$ cat src/asrh_map.svh
// Command codes, field values, status words and limits of the APDU handler
`ifndef ASRH_MAP_SVH
`define ASRH_MAP_SVH

// ****************************************************************
// Header fields
// ****************************************************************
`define ASRH_CLA_OK        8'h00
`define ASRH_INS_SELECT    8'hA4
`define ASRH_INS_READ      8'hB0
`define ASRH_P1_FID        8'h00
`define ASRH_P1_EF         8'h02
`define ASRH_P1_NAME       8'h04
`define ASRH_P2_DESIGNATE  8'h00
`define ASRH_P2_NO_FCI     8'h0C
`define ASRH_P1P2_EF       16'h020C
`define ASRH_P1P2_APP      16'h0400
`define ASRH_P1P2_FID      16'h000C

// ****************************************************************
// Lengths and file identifiers
// ****************************************************************
`define ASRH_LC_APP        8'h07
`define ASRH_LC_FID        8'h02
`define ASRH_LE_APP        8'h00
`define ASRH_FID_CC        16'hE103
`define ASRH_FID_NDEF      16'h0103
`define ASRH_READ_MIN      8'h01
`define ASRH_READ_MAX      8'hFB
`define ASRH_ENC_MAX_N     4'hF
// Arbitrary application identifier, not any real product value
`define ASRH_APP_ID        56'hA5_0102_0304_0506
// Byte counts of whole command frames, and the value where the received-byte count stops
`define ASRH_CNT_READ      4'h5
`define ASRH_CNT_FID       4'h7
`define ASRH_CNT_APP       4'hD
`define ASRH_CNT_SAT       4'hF

// ****************************************************************
// Status words
// ****************************************************************
`define ASRH_SW_OK         16'h9000
`define ASRH_SW_ERR_CLA    16'h6E00
`define ASRH_SW_ERR_INS    16'h6D00
`define ASRH_SW_ERR_P1P2   16'h6A86
`define ASRH_SW_ERR_LEN    16'h6700
`define ASRH_SW_ERR_DATA   16'h6A82

`endif

$ cat src/asrh_pkg.sv
// Types shared by both ends of the APDU select/read link
package asrh_pkg;

  typedef enum logic [1:0] {
    DS_RECV = 2'b00,
    DS_EVAL = 2'b01,
    DS_LOAD = 2'b10,
    DS_RESP = 2'b11
  } asrh_dev_state_t;

  typedef enum logic [2:0] {
    FILE_NONE = 3'b000,
    FILE_APP  = 3'b001,
    FILE_CC   = 3'b010,
    FILE_NDEF = 3'b011,
    FILE_EF   = 3'b100
  } asrh_file_t;

  typedef enum logic [1:0] {
    HS_IDLE = 2'b00,
    HS_SEND = 2'b01,
    HS_RECV = 2'b10
  } asrh_host_state_t;

  typedef enum logic [2:0] {
    RQ_APP    = 3'b000,
    RQ_CC     = 3'b001,
    RQ_NDEF   = 3'b010,
    RQ_EF_FID = 3'b011,
    RQ_EF_DIR = 3'b100,
    RQ_READ   = 3'b101
  } asrh_req_t;

  typedef struct packed {
    asrh_dev_state_t  st;
    logic [3:0]       cnt;
    logic [12:0][7:0] buff;
    asrh_file_t       sel;
    logic [15:0]      efId;
    logic [15:0]      sw;
    logic [7:0]       left;
    logic [15:0]      addr;
    logic             swHiSent;
    logic [7:0]       rspByte;
    logic             rspLast;
    logic             done;
  } asrh_dev_regs_t;

  typedef struct packed {
    asrh_host_state_t st;
    asrh_req_t        kind;
    logic [15:0]      fid;
    logic [15:0]      addr;
    logic [7:0]       len;
    logic [3:0]       idx;
    logic [3:0]       total;
    logic [7:0]       txByte;
    logic [1:0][7:0]  hist;
    logic [1:0]       histCnt;
    logic             refused;
    logic             rdValid;
    logic [7:0]       rdData;
    logic             done;
    logic [15:0]      sw;
  } asrh_host_regs_t;

endpackage

$ cat src/asrh_if.sv
// Byte-stream link between the reader end and the tag end
`timescale 1ns/1ns
`default_nettype none

interface asrh_if;
  logic       cmdValid;
  logic       cmdReady;
  logic [7:0] cmdData;
  logic       cmdLast;
  logic       rspValid;
  logic       rspReady;
  logic [7:0] rspData;
  logic       rspLast;

  modport dev (
    input  cmdValid, cmdData, cmdLast, rspReady,
    output cmdReady, rspValid, rspData, rspLast
  );

  modport host (
    output cmdValid, cmdData, cmdLast, rspReady,
    input  cmdReady, rspValid, rspData, rspLast
  );
endinterface

`default_nettype wire

$ cat src/asrh_host.sv
// Reader end: builds SELECT and READ frames and splits the answers
`timescale 1ns/1ns
`default_nettype none
`include "asrh_map.svh"

module asrh_host #(
  parameter logic [55:0] APP_ID = `ASRH_APP_ID
) (
  // Clock and reset
  input  wire logic                core_clk,
  input  wire logic                rst,
  // Link to the tag
  asrh_if.host                     link,
  // Request from the user
  input  wire logic                reqValid,
  output logic                     reqReady,
  input  wire asrh_pkg::asrh_req_t reqKind,
  input  wire logic [15:0]         reqFileId,
  input  wire logic [15:0]         reqAddr,
  input  wire logic [7:0]          reqLen,
  input  wire logic                reqEncrypted,
  // Results to the user
  output logic                     reqRefused,
  output logic                     rdValid,
  output logic [7:0]               rdData,
  output logic                     doneValid,
  output logic [15:0]              doneSw
);

  asrh_pkg::asrh_host_regs_t q;
  asrh_pkg::asrh_host_regs_t d;

  // ****************************************************************
  // Helpers
  // ****************************************************************
  function automatic logic reqLegal(asrh_pkg::asrh_req_t k,
                                    logic [15:0] f, logic [7:0] n,
                                    logic enc);
    logic ok;
    ok = 1'b1;
    if (k == asrh_pkg::RQ_READ)
    begin
      ok = (n >= `ASRH_READ_MIN) && (n <= `ASRH_READ_MAX);
      // Encrypted length is 16 x m with m up to the limit
      if (enc)
        ok = ok && (n[3:0] == 4'h0) && (n[7:4] <= `ASRH_ENC_MAX_N);
    end
    else if (k == asrh_pkg::RQ_EF_FID)
      ok = (f != `ASRH_FID_CC) && (f != `ASRH_FID_NDEF);
    return ok;
  endfunction

  function automatic logic [7:0] cmdByte(asrh_pkg::asrh_req_t k,
                                         logic [15:0] f, logic [15:0] a,
                                         logic [7:0] n, logic [3:0] i);
    logic        rd;
    logic        app;
    logic [55:0] sh;
    logic [7:0]  b;
    rd  = (k == asrh_pkg::RQ_READ);
    app = (k == asrh_pkg::RQ_APP);
    sh  = APP_ID << {i - 4'h5, 3'b000};
    b   = 8'h00;
    case (i)
      4'h0: b = `ASRH_CLA_OK;
      4'h1: b = rd ? `ASRH_INS_READ : `ASRH_INS_SELECT;
      4'h2: b = rd ? a[15:8] : app ? `ASRH_P1_NAME :
                (k == asrh_pkg::RQ_EF_DIR) ? `ASRH_P1_EF : `ASRH_P1_FID;
      4'h3: b = rd ? a[7:0] : app ? `ASRH_P2_DESIGNATE : `ASRH_P2_NO_FCI;
      4'h4: b = rd ? n : app ? `ASRH_LC_APP : `ASRH_LC_FID;
      4'hC: b = `ASRH_LE_APP;
      default:
        b = app ? sh[55:48] : (i == 4'h5) ? f[15:8] : f[7:0];
    endcase
    return b;
  endfunction

  logic [15:0] fidNow;
  logic [3:0]  nextIdx;

  always_comb
  begin
    case (reqKind)
      asrh_pkg::RQ_CC:   fidNow = `ASRH_FID_CC;
      asrh_pkg::RQ_NDEF: fidNow = `ASRH_FID_NDEF;
      default:           fidNow = reqFileId;
    endcase
  end

  assign nextIdx = q.idx + 4'h1;

  // ****************************************************************
  // Next-state logic
  // ****************************************************************
  always_comb
  begin
    d         = q;
    d.refused = 1'b0;
    d.rdValid = 1'b0;
    d.done    = 1'b0;
    case (q.st)
      asrh_pkg::HS_IDLE:
      begin
        if (reqValid)
        begin
          if (!reqLegal(reqKind, reqFileId, reqLen, reqEncrypted))
            d.refused = 1'b1;
          else
          begin
            d.kind    = reqKind;
            d.fid     = fidNow;
            d.addr    = reqAddr;
            d.len     = reqLen;
            d.idx     = 4'h0;
            d.histCnt = 2'b00;
            d.txByte  = cmdByte(reqKind, fidNow, reqAddr, reqLen, 4'h0);
            if (reqKind == asrh_pkg::RQ_READ)
              d.total = `ASRH_CNT_READ;
            else if (reqKind == asrh_pkg::RQ_APP)
              d.total = `ASRH_CNT_APP;
            else
              d.total = `ASRH_CNT_FID;
            d.st = asrh_pkg::HS_SEND;
          end
        end
      end
      asrh_pkg::HS_SEND:
      begin
        if (link.cmdReady)
        begin
          d.idx    = nextIdx;
          d.txByte = cmdByte(q.kind, q.fid, q.addr, q.len, nextIdx);
          if (nextIdx == q.total)
            d.st = asrh_pkg::HS_RECV;
        end
      end
      asrh_pkg::HS_RECV:
      begin
        if (link.rspValid)
        begin
          // Last two bytes are the status word, so hold two back
          if (q.histCnt == 2'b10)
          begin
            d.rdValid = 1'b1;
            d.rdData  = q.hist[1];
          end
          d.hist = {q.hist[0], link.rspData};
          if (q.histCnt != 2'b10)
            d.histCnt = q.histCnt + 2'b01;
          if (link.rspLast)
          begin
            d.sw   = {q.hist[0], link.rspData};
            d.done = 1'b1;
            d.st   = asrh_pkg::HS_IDLE;
          end
        end
      end
      default:
        d.st = asrh_pkg::HS_IDLE;
    endcase
  end

  // ****************************************************************
  // State register
  // ****************************************************************
  always_ff @(posedge core_clk or posedge rst)
  begin
    if (rst)
    begin
      q      <= '0;
      q.st   <= asrh_pkg::HS_IDLE;
      q.kind <= asrh_pkg::RQ_APP;
    end
    else
      q <= d;
  end

  // ****************************************************************
  // Outputs
  // ****************************************************************
  assign reqReady      = (q.st == asrh_pkg::HS_IDLE);
  assign link.cmdValid = (q.st == asrh_pkg::HS_SEND);
  assign link.cmdData  = q.txByte;
  assign link.cmdLast  = (nextIdx == q.total);
  assign link.rspReady = (q.st == asrh_pkg::HS_RECV);
  assign reqRefused    = q.refused;
  assign rdValid       = q.rdValid;
  assign rdData        = q.rdData;
  assign doneValid     = q.done;
  assign doneSw        = q.sw;

endmodule // asrh_host

`default_nettype wire

$ cat src/flat_wrapper.sv
// flat-port wrapper written by rule: the top's interface ports become plain ports
module asrh_host_flat 
#(
  parameter logic [55:0] APP_ID = `ASRH_APP_ID
)
  (core_clk, rst, reqValid, reqReady, reqKind, reqFileId, reqAddr, reqLen, reqEncrypted, reqRefused, rdValid, rdData, doneValid, doneSw, link_cmdValid, link_cmdData, link_cmdLast, link_rspReady, link_cmdReady, link_rspValid, link_rspData, link_rspLast);
  asrh_if link_i ();
  input  wire logic core_clk;
  input  wire logic rst;
  input  wire logic reqValid;
  output logic reqReady;
  input  wire asrh_pkg::asrh_req_t reqKind;
  input  wire logic [15:0] reqFileId;
  input  wire logic [15:0] reqAddr;
  input  wire logic [7:0] reqLen;
  input  wire logic reqEncrypted;
  output logic reqRefused;
  output logic rdValid;
  output logic [7:0] rdData;
  output logic doneValid;
  output logic [15:0] doneSw;
  output wire logic [$bits(link_i.cmdValid)-1:0] link_cmdValid;
  output wire logic [$bits(link_i.cmdData)-1:0] link_cmdData;
  output wire logic [$bits(link_i.cmdLast)-1:0] link_cmdLast;
  output wire logic [$bits(link_i.rspReady)-1:0] link_rspReady;
  input wire logic [$bits(link_i.cmdReady)-1:0] link_cmdReady;
  input wire logic [$bits(link_i.rspValid)-1:0] link_rspValid;
  input wire logic [$bits(link_i.rspData)-1:0] link_rspData;
  input wire logic [$bits(link_i.rspLast)-1:0] link_rspLast;
  assign link_cmdValid = link_i.cmdValid;
  assign link_cmdData = link_i.cmdData;
  assign link_cmdLast = link_i.cmdLast;
  assign link_rspReady = link_i.rspReady;
  assign link_i.cmdReady = link_cmdReady;
  assign link_i.rspValid = link_rspValid;
  assign link_i.rspData = link_rspData;
  assign link_i.rspLast = link_rspLast;
  asrh_host #(.APP_ID(APP_ID)) u_core (.core_clk(core_clk), .rst(rst), .link(link_i), .reqValid(reqValid), .reqReady(reqReady), .reqKind(reqKind), .reqFileId(reqFileId), .reqAddr(reqAddr), .reqLen(reqLen), .reqEncrypted(reqEncrypted), .reqRefused(reqRefused), .rdValid(rdValid), .rdData(rdData), .doneValid(doneValid), .doneSw(doneSw));
endmodule
$ cat config.mk
export PLATFORM = sky130hd
export DESIGN_NAME = asrh_host_flat
export DESIGN_NICKNAME = d
export VERILOG_FILES = /design/src/asrh_pkg.sv /design/src/asrh_if.sv /design/src/asrh_host.sv /design/src/flat_wrapper.sv
export VERILOG_INCLUDE_DIRS = /design/src
export SDC_FILE = /design/constraint.sdc
export NUM_CORES = 1
export LEC_CHECK = 0
export BUFFER_PORTS_ARGS = -buffer_cell sky130_fd_sc_hd__buf_2
export CAP_MARGIN = 20
export CORE_MARGIN = 2
export CORE_UTILIZATION = 60
export CTS_BUF_LIST = sky130_fd_sc_hd__clkbuf_8
export DETAILED_ROUTE_END_ITERATION = 8
export GPL_TIMING_DRIVEN = 0
export PLACE_DENSITY = 0.85
export SYNTH_ARGS = -nofsm -noshare
export SYNTH_HDL_FRONTEND = slang
export SYNTH_SLANG_ARGS = --single-unit
export TNS_END_PERCENT = 5
$ cat constraint.sdc
create_clock -name core_clk -period 4.5 [get_ports core_clk]
set_input_delay 0.225 -clock core_clk [delete_from_list [all_inputs] [get_ports core_clk]]
set_output_delay 0.225 -clock core_clk [all_outputs]
set_load 0.1 [all_outputs]
## After elaboration in Yosys (flattened, before gate mapping)

Cells that the tools add are included.

- Flip-flop bits (word level): 106
- Output and inout port bits: 39
- Word-level logic and storage cells: 109
- Input port bits: 58

- Magnitude comparators: 3
- Reductions and logical operators: 19
- Shift-type cells: 1
- Eq/ne operators: 26
- Muxes and demuxes: 41
- Add/subtract/negate cells: 3

Operators by type and width:

| cell | number |
|---|---|
| 61-bit 2-to-1 mux | 2 |
| 8-bit 2-to-1 mux | 7 |
| 56-bit by 7-bit left shift with 56-bit output, first input constant | 1 |
| 26-bit 2-to-1 mux | 2 |
| 8-bit one-hot mux with 5 select lines | 1 |
| 16-bit one-hot mux with 2 select lines | 1 |
| 17-bit 2-to-1 mux | 1 |
| 2-bit 2-to-1 mux | 8 |
| 4-bit 2-to-1 mux | 4 |
| 16-bit != test, second input constant | 1 |
| 16-bit by 9-bit != test with 1-bit output, second input constant | 1 |
| 8-bit one-hot mux with 2 select lines | 1 |
| 2-bit by 1-bit != test with 1-bit output, second input constant | 6 |
| 3-bit equality test, second input constant | 3 |
| 9-bit 2-to-1 mux | 1 |
| 3-bit AND reduction | 3 |
| 4-bit by 2-bit equality test with 1-bit output, second input constant | 2 |
| 4-bit by 3-bit equality test with 1-bit output, second input constant | 2 |
| 8-bit by 1-bit >= comparator with 1-bit output, second input constant | 1 |
| 8-bit <= comparator, second input constant | 1 |
| 4-bit zero test | 2 |
| 4-bit one-hot mux with 2 select lines | 1 |
| 1-bit 2-to-1 mux | 7 |
| 3-bit by 2-bit equality test with 1-bit output, second input constant | 2 |
| other kinds (24) | 32 |

## Depth between registers and ports, before layout

Gate-level depths: netlist (run 1).

- Depth in word-level cells: 11
- Mapped depth: 10
- Depth with buffers taken out: 8

## Least setup slack after synthesis (run 1)

OpenSTA, ideal clock, no wires.

- Path kind: reg-to-reg
- Start point: register u_core.q[57] in the netlist's numbering
- End point: register u_core.q[104] in the netlist's numbering
- Cell stages (with the launch flop): 9
- Buffers on the path: 2
- Required time: 4380 ps
- Arrival: 4004 ps
- Clock period less this slack: 4123 ps
- Setup slack: 377 ps
- Setup time: 120 ps
- Path through: dfrtp_1 buf_1 inv_1 ha_1 clkbuf_1 xor2_1 nor3_1 nand2_1 a21o_1

- Word-level cells in the longest chain between the ends: 4

RTL lines:

| item | RTL line | RTL |
|---|---|---|
| start: declaration | asrh_host.sv:30 | `asrh_pkg::asrh_host_regs_t q;` |
| 4-bit by 1-bit adder with 4-bit output | asrh_host.sv:90 | `assign nextIdx = q.idx + 4'h1;` |
| 4-bit equality test | -- |  |
| named net link_cmdLast | flat_wrapper.sv:24 | `output wire logic [$bits(link_i.cmdLast)-1:0] link_cmdLast;` |
| 2-bit by 1-bit != test with 1-bit output (no source line) | -- |  |
| 6-bit AND reduction (no source line) | -- |  |

The timed path passes the listed nets, and every way through them passes these cells.
A chain may end at the register's enable or synchronous reset.

## Worst setup path after layout (run 1)

- Start point: register u_core.q[57] in the netlist's numbering
- End point: output port link_cmdLast

- Word-level cells in the longest chain between the ends: 2

RTL lines:

| item | RTL line | RTL |
|---|---|---|
| 4-bit by 1-bit adder with 4-bit output | asrh_host.sv:90 |  |
| 4-bit equality test | asrh_host.sv:184 | `assign link.cmdLast = (nextIdx == q.total);` |
| end: declaration | flat_wrapper.sv:24 |  |

Every way passes these cells.

==> results of run 1 <==
worst min-delay path: cells and delay by family:
| kind | cells | cell delay [ps] |
|---|---|---|
| and+or+nand+nor | 2 | 90 |
| buffers and inverters | 1 | 70 |
logic make-up (layout without fill, tap and decap cells):
family                     Yosys count  count (layout)  synth area share [%]
DFF                                105             105                 48.07
adders and majority gates            7               7                 1.602
and+or+nand+nor                    277             277                 22.55
buffers and inverters               80             193                 8.537
AOI/OAI and AO/OA                   80              80                 10.74
muxes                               36              36                 7.233
xor gates and xnor gates             8               8                 1.282
registers in the layout, indices dropped and copies added (netlist names):
signal / count
u_core.reqRefused: 1
u_core.q: 70
u_core.link.cmdData: 8
u_core.doneValid: 1
u_core.doneSw: 16
u_core.rdData: 8
u_core.rdValid: 1
cell type report:
class | instances | area, um2 | share of cell area, %
clock buffers | 9 | 123.9 | 1.965
multi-input cells | 408 | 2372 | 37.63
repair buffers | 97 | 513.0 | 8.138
plain buffers | 69 | 425.4 | 6.749
well taps | 108 | 135.1 | 2.144
clock inverters | 7 | 62.56 | 0.9925
inverters | 11 | 43.79 | 0.6947
flip-flops and latches | 105 | 2628 | 41.68
placed cells by master (no fill, tap or decap), types with 8 or more instances in the layout:
cell,count
a21oi_1,15
clkbuf_8,9
o21ai_0,8
dfrtp_1,105
buf_4,34
nand3_1,26
nand2_1,177
nand2b_1,8
clkbuf_1,15
nor2_1,25
inv_1,11
mux2_2,28
buf_2,108
nand4_1,9
mux2i_1,8
repair_timing:
action,4_1_cts,5_1_grt
resized for setup,0,0
setup buffers,0,0
hold buffers,1,0
endpoints found under the hold margin,42,0
power groups by stage:
stage	Sequential [mW]	Clock [mW]	Combinational (mW)
floorplan	1.42	0	1.70
global placement	1.48	0	2.05
detailed placement	1.50	0	2.11
CTS	1.48	0.571	2.12
global route	1.52	0.614	2.30
finish	1.48	0.561	2.13
per-layer routing:
metal	track usage (%)	routed length, um	vias to the layer above
met5	0	0	-
met4	13.70	431	0
met3	5.973	1036	31
met2	45.27	6318	172
met1	38.81	5792	2236
li1	-	-	2215
synth_stat cells (5+ instances only):
| cell type | number | area, um2 |
|---|---|---|
| a221o_1 | 7 | 70.07 |
| inv_1 | 11 | 41.29 |
| buf_2 | 13 | 65.06 |
| nand4_1 | 9 | 56.30 |
| nor2_1 | 25 | 93.84 |
| o31ai_1 | 5 | 37.54 |
| nand3_1 | 26 | 130.1 |
| nand2b_1 | 8 | 50.05 |
| a21oi_1 | 15 | 75.07 |
| nor2b_1 | 6 | 37.54 |
| a31oi_1 | 7 | 43.79 |
| mux2_2 | 28 | 315.3 |
| or3_1 | 5 | 31.28 |
| buf_4 | 34 | 255.2 |
| o21ai_0 | 8 | 40.04 |
| mux2i_1 | 8 | 80.08 |
| ha_1 | 7 | 87.58 |
| nand2_1 | 177 | 664.4 |
| dfrtp_1 | 105 | 2628 |
| clkbuf_1 | 15 | 56.30 |
per-stage QoR:
| step | setup slack (ps) | std cells |
|---|---|---|
| floorplan | 376.8 | 593 |
| global placement | 498.1 | 796 |
| detailed placement | 1301 | 797 |
| CTS | 934.6 | 814 |
| global route | 783.0 | 814 |
| finish | 913.9 | 814 |
worst paths after layout:
check / end / cells after the start / slack [ps]
max: link_cmdLast / 7 / 910
min: u_core.q[83]$_DFFE_PP0P_ / 3 / 40
max reg2reg: u_core.link.cmdData[3]$_DFFE_PP0P_ / 9 / 1090
min reg2reg: u_core.q[94]$_DFFE_PP0P_ / 2 / 480
max in group asynchronous: u_core.link.cmdData[2]$_DFFE_PP0P_ / 4 / 3390
min in group asynchronous: u_core.doneValid$_DFF_PP0_ / 3 / 430
==> metrics.cfg, run 1 <==
[pwr]
peakVddDrop_mv = 0.6364
combinationalPowerShare_pct = 51.0
p_int_mw = 2.130
seq_power_share_pct = 35.5
p_switching_mw = 2.038
clock_power_share_pct = 13.5
switching_share_pct = 48.90
p_leak_nw = 3.343
p_per_area_nw_per_um2 = 661.3
power_mw = 4.169

[timing]
layout_min_cycle_time_ps = 3586
worst_hold_slack_ps = 35.56
fin_crit_sh_pct = 79.69
clock_skew_ps = 13.50
max_freq_ghz = 0.2789
slew_headroom_pct = 28.05
final.setup.tns_ps = 0
setup_viol = 0
rsz0062_at_grt = no
drv_slew = 0
tightest_slew_ps = 1052
finalHoldViolCount = 0

[finish]
syn_to_final_growth_pct = 15.31
diodes = 0
final_util_pct = 71.93
final_cell_area_um2 = 6304
nets = 766
drive_gt1_share_pct = 28.33
fillers = 668

[routing]
ant_nets = 0
wl_um = 13580
drt_pass1_iterations = 5
wire_per_inst_um = 16.68
drc = 0
drt_iter0_markers = 290
vias = 4654
vias_per_cell = 5.717

[floorplan]
core_um2 = 8763
dieArea_um2 = 9890
num_rows = 34
fp.dieW_um = 99.45
io_pins = 97
die_h_um = 99.45
start_util_pct = 62.38

[place]
dp_hpwl_um = 10330
place_area_um2 = 6107
place.gp.congestion = 0.9744
io_buffers = 95

[synth]
synth-seq-cells = 105
ys_seq_area_share_pct = 48.07
syn_nets = 658
synthFlopType = dfrtp_1
syn_avg_cell_area_um2 = 9.218
synth_cells = 593
synth_cell_type_count = 58
syn_area_um2 = 5466
yosys_warnings = 0
async_flop_share_pct = 100.0
synth_edf_count = 0

[critical_path]
path_max_fanout = 10
critPathKind = reg2out
worst-path-buf-inv = 4
crit_chain = buf_1, inv_1, ha_1, clkbuf_1, xor2_1, nor3_1, buf_2
critPathSlowestCell = nor3_1
critPathMaxStageDelay_ps = 530
critPathCaptureType = output pin
worstReg2RegStart = u_core.q[57]$_DFFE_PP0P_
critPathLaunchType = flip-flop
cp_top_family = buffers and inverters
setup.worst_path.start = u_core.q[57]$_DFFE_PP0P_
cp.required_ps = 4280
arrival_ps = 3360

[cts]
clkSinkCount = 105
ctsLongestPathBuffers = 2
cts_tree = yes
cts.clk_slew.worst_paths_ps = 100
cts_root_buffer = clkbuf_8
clkLatencyLatePin_ps = 370
htreeDepth = 3
cts_made_buffers = 9

[global_routing]
grt_antenna_before_repair = 0
grt_usage_pct = 28.89
grt_pass1_vias = 4697
grt_max_degree = 64
gr-total-overflow = 0
grt_first_pass_wirelength_um = 22350

[worst_hold_path]
hold_path_class = in2reg
worstHoldStart = reqAddr[14]

[run_status]
status = complete, no violations

[run]
max_cap_viol_count = 0

Power figures use the tool's default switching activity.
==> run 2: changes to the inputs <==
- CORE_UTILIZATION: 60 -> 58
- PLACE_DENSITY: 0.85 -> 0.82
- clock period: 4.5 -> 3.47 ns (I/O delays scaled with it)
==> metrics.cfg, run 2 (synthesis results as in run 1) <==
[finish]
largest_reg_flops = 70  ; unchanged
final_cells = 835  ; +2.6%
multi_input_area_um2 = 2377  ; +0.21%
layout.cells.most_common_list = nand2_1 (177), buf_2 (108), dfrtp_1 (105)
syn_to_final_growth_pct = 19.80
final_common_cell = nand2_1
register_area_um2 = 2628  ; unchanged
drive_gt1_share_pct = 27.90  ; -0.43 points
top_register = u_core.q
fillers = 691  ; +3.4%
diodes = 0  ; unchanged
nets = 784  ; +2.3%

[routing]
drc = 0  ; unchanged
drt_iter0_markers = 289  ; -0.34%
vias = 4753  ; +2.1%
wl_um = 13960  ; +2.8%
drt_pass1_iterations = 6  ; +1
vias_per_cell = 5.692  ; -0.44%
wire_per_inst_um = 16.72  ; +0.24%
ant_nets = 0  ; unchanged

[critical_path]
arrival_ps = 3650  ; +290 ps
critPathCaptureType = flip-flop
critPathLaunchType = flip-flop
path_max_fanout = 10  ; unchanged
critPathKind = reg2reg
cp.required_ps = 3780  ; -500 ps

[timing]
tightest_slew_ps = 929.4  ; -122.7 ps
fin_crit_sh_pct = 96.26
setup_viol = 0  ; unchanged
rsz0062_at_grt = no
slew_headroom_pct = 36.44  ; +8.4 points
final.setup.tns_ps = 0  ; unchanged
drv_slew = 0  ; unchanged
clock_skew_ps = 15.08  ; +1.584 ps
max_freq_ghz = 0.2994
layout_min_cycle_time_ps = 3340
finalHoldViolCount = 0  ; unchanged

[pwr]
seq_power_share_pct = 34.3  ; -1.2 points
p_leak_nw = 3.444  ; +3.0%
switching_share_pct = 47.61  ; -1.3 points
p_int_mw = 2.930  ; +38%
combinationalPowerShare_pct = 49.5  ; -1.5 points
clock_power_share_pct = 16.2  ; +2.7 points
peakVddDrop_mv = 0.5513  ; -13%
p_switching_mw = 2.663  ; +31%
p_per_area_nw_per_um2 = 854.1  ; +29%

[cts]
ctsHoldBuffers = 18  ; +17
cts_setup_buffers = 0  ; unchanged
htreeDepth = 3  ; unchanged
cts_made_buffers = 9  ; unchanged
cts.clk_slew.worst_paths_ps = 120  ; +20 ps
clkSinkCount = 105  ; unchanged
ctsLongestPathBuffers = 2  ; unchanged
cts_resized = 0  ; unchanged
clkLatencyLatePin_ps = 380  ; about the same
cts_root_buffer = clkbuf_8
cts_tree = yes

[global_routing]
grt_max_degree = 74  ; +16%
grt_first_pass_wirelength_um = 22290  ; -0.28%
grt_antenna_before_repair = 0  ; unchanged
gr-total-overflow = 0  ; unchanged
grt_usage_pct = 28.37  ; -0.52 points
grt_pass1_vias = 4569  ; -2.7%

[worst_hold_path]
hold_path_class = in2reg

[floorplan]
start_util_pct = 59.44  ; -2.9 points
die_h_um = 101.1  ; +1.6%
io_pins = 97  ; unchanged
dieArea_um2 = 10220  ; +3.3%
num_rows = 35  ; +2.9%
core_um2 = 9196  ; +4.9%
fp.dieW_um = 101.1  ; +1.6%

[place]
io_buffers = 95  ; unchanged
dp_hpwl_um = 10250  ; -0.84%
dp.cells = 800  ; +0.38%
place.gp.congestion = 0.9527  ; -2.2%

[run]
max_cap_viol_count = 0  ; unchanged

[run_status]
status = complete, no violations

-- run 2: cell types whose count changed in the layout (fill, tap and decap cells not counted), sizes merged --
cell | before | now
dlygate4sd3 | 1 | 19
bufinv | 0 | 2
clkinvlp | 1 | 0
inv | 15 | 14
-- run 2: area by class of cell --
type                       instances  area share (%)
clock inverter                     7           1.815
buffer                            69           6.496
timing repair buffer             115           10.58
tap                              111           2.121
sequential                       105           40.12
clock buffer                       9           1.891
inverter                          11          0.6687
multi-input combinational        408           36.30
-- run 2: path summary, 6_finish.rpt --
path / to / slack (ps) / cells after the start / startpoint
max: u_core.link.cmdData[3]$_DFFE_PP0P_ / 130 / 9 / u_core.q[57]$_DFFE_PP0P_
min reg2reg: u_core.q[89]$_DFFE_PP0P_ / 480 / 2 / u_core.q[89]$_DFFE_PP0P_
max reg2reg: u_core.link.cmdData[3]$_DFFE_PP0P_ / 130 / 9 / u_core.q[57]$_DFFE_PP0P_
min: u_core.q[81]$_DFFE_PP0P_ / 8 / 3 / reqAddr[12]
min in group asynchronous: u_core.doneSw[1]$_DFFE_PP0P_ / 350 / 3 / rst
max in group asynchronous: u_core.link.cmdData[3]$_DFFE_PP0P_ / 2430 / 4 / rst
-- run 2: worst max-delay path, cell delays in order, from the launching register on --
cell and delay [ps]:
dfrtp_1 490, buf_1 280, inv_1 220, ha_1 170, clkbuf_1 390, nor2_1 150
a32oi_1 250, nand4_1 240, a2111oi_0 870, a221o_1 200
-- run 2: layer usage --
metal / track usage (%) / share of wire [%] / vias up
met5: 0 / 0 / -
li1: - / - / 2241
met1: 37.47 / 42 / 2300
met2: 48.45 / 50 / 192
met3: 5.964 / 6.5 / 20
met4: 6.133 / 1.5 / 0
-- run 2: stage by stage --
stage | hold WS (ps) | instance area (um2) | utilization (%) | power (mW) | setup WS (ps)
6_report | 8.349 | 6549 | 71.21 | 5.593 | 129.7
5_1_grt | 1.300 | 6549 | 71.21 | 5.916 | 34.59
4_1_cts | 0.07819 | 6539 | 71.10 | 5.575 | 187.8
3_5_place_dp | 215.2 | 6116 | 66.50 | 4.661 | 318.6
3_3_place_gp | 363.5 | 6086 | 66.18 | 4.566 | -476.1
2_1_floorplan | 268.0 | 5472 | - | 4.055 | 269.0
-- run 2: power groups by stage --
stage / Clock (mW) / Sequential [mW] / Combinational (mW)
2_1_floorplan: 0 / 1.84 / 2.21
3_3_place_gp: 0 / 1.91 / 2.65
3_5_place_dp: 0 / 1.94 / 2.73
4_1_cts: 0.914 / 1.91 / 2.75
5_1_grt: 0.968 / 1.97 / 2.98
6_report: 0.904 / 1.92 / 2.77
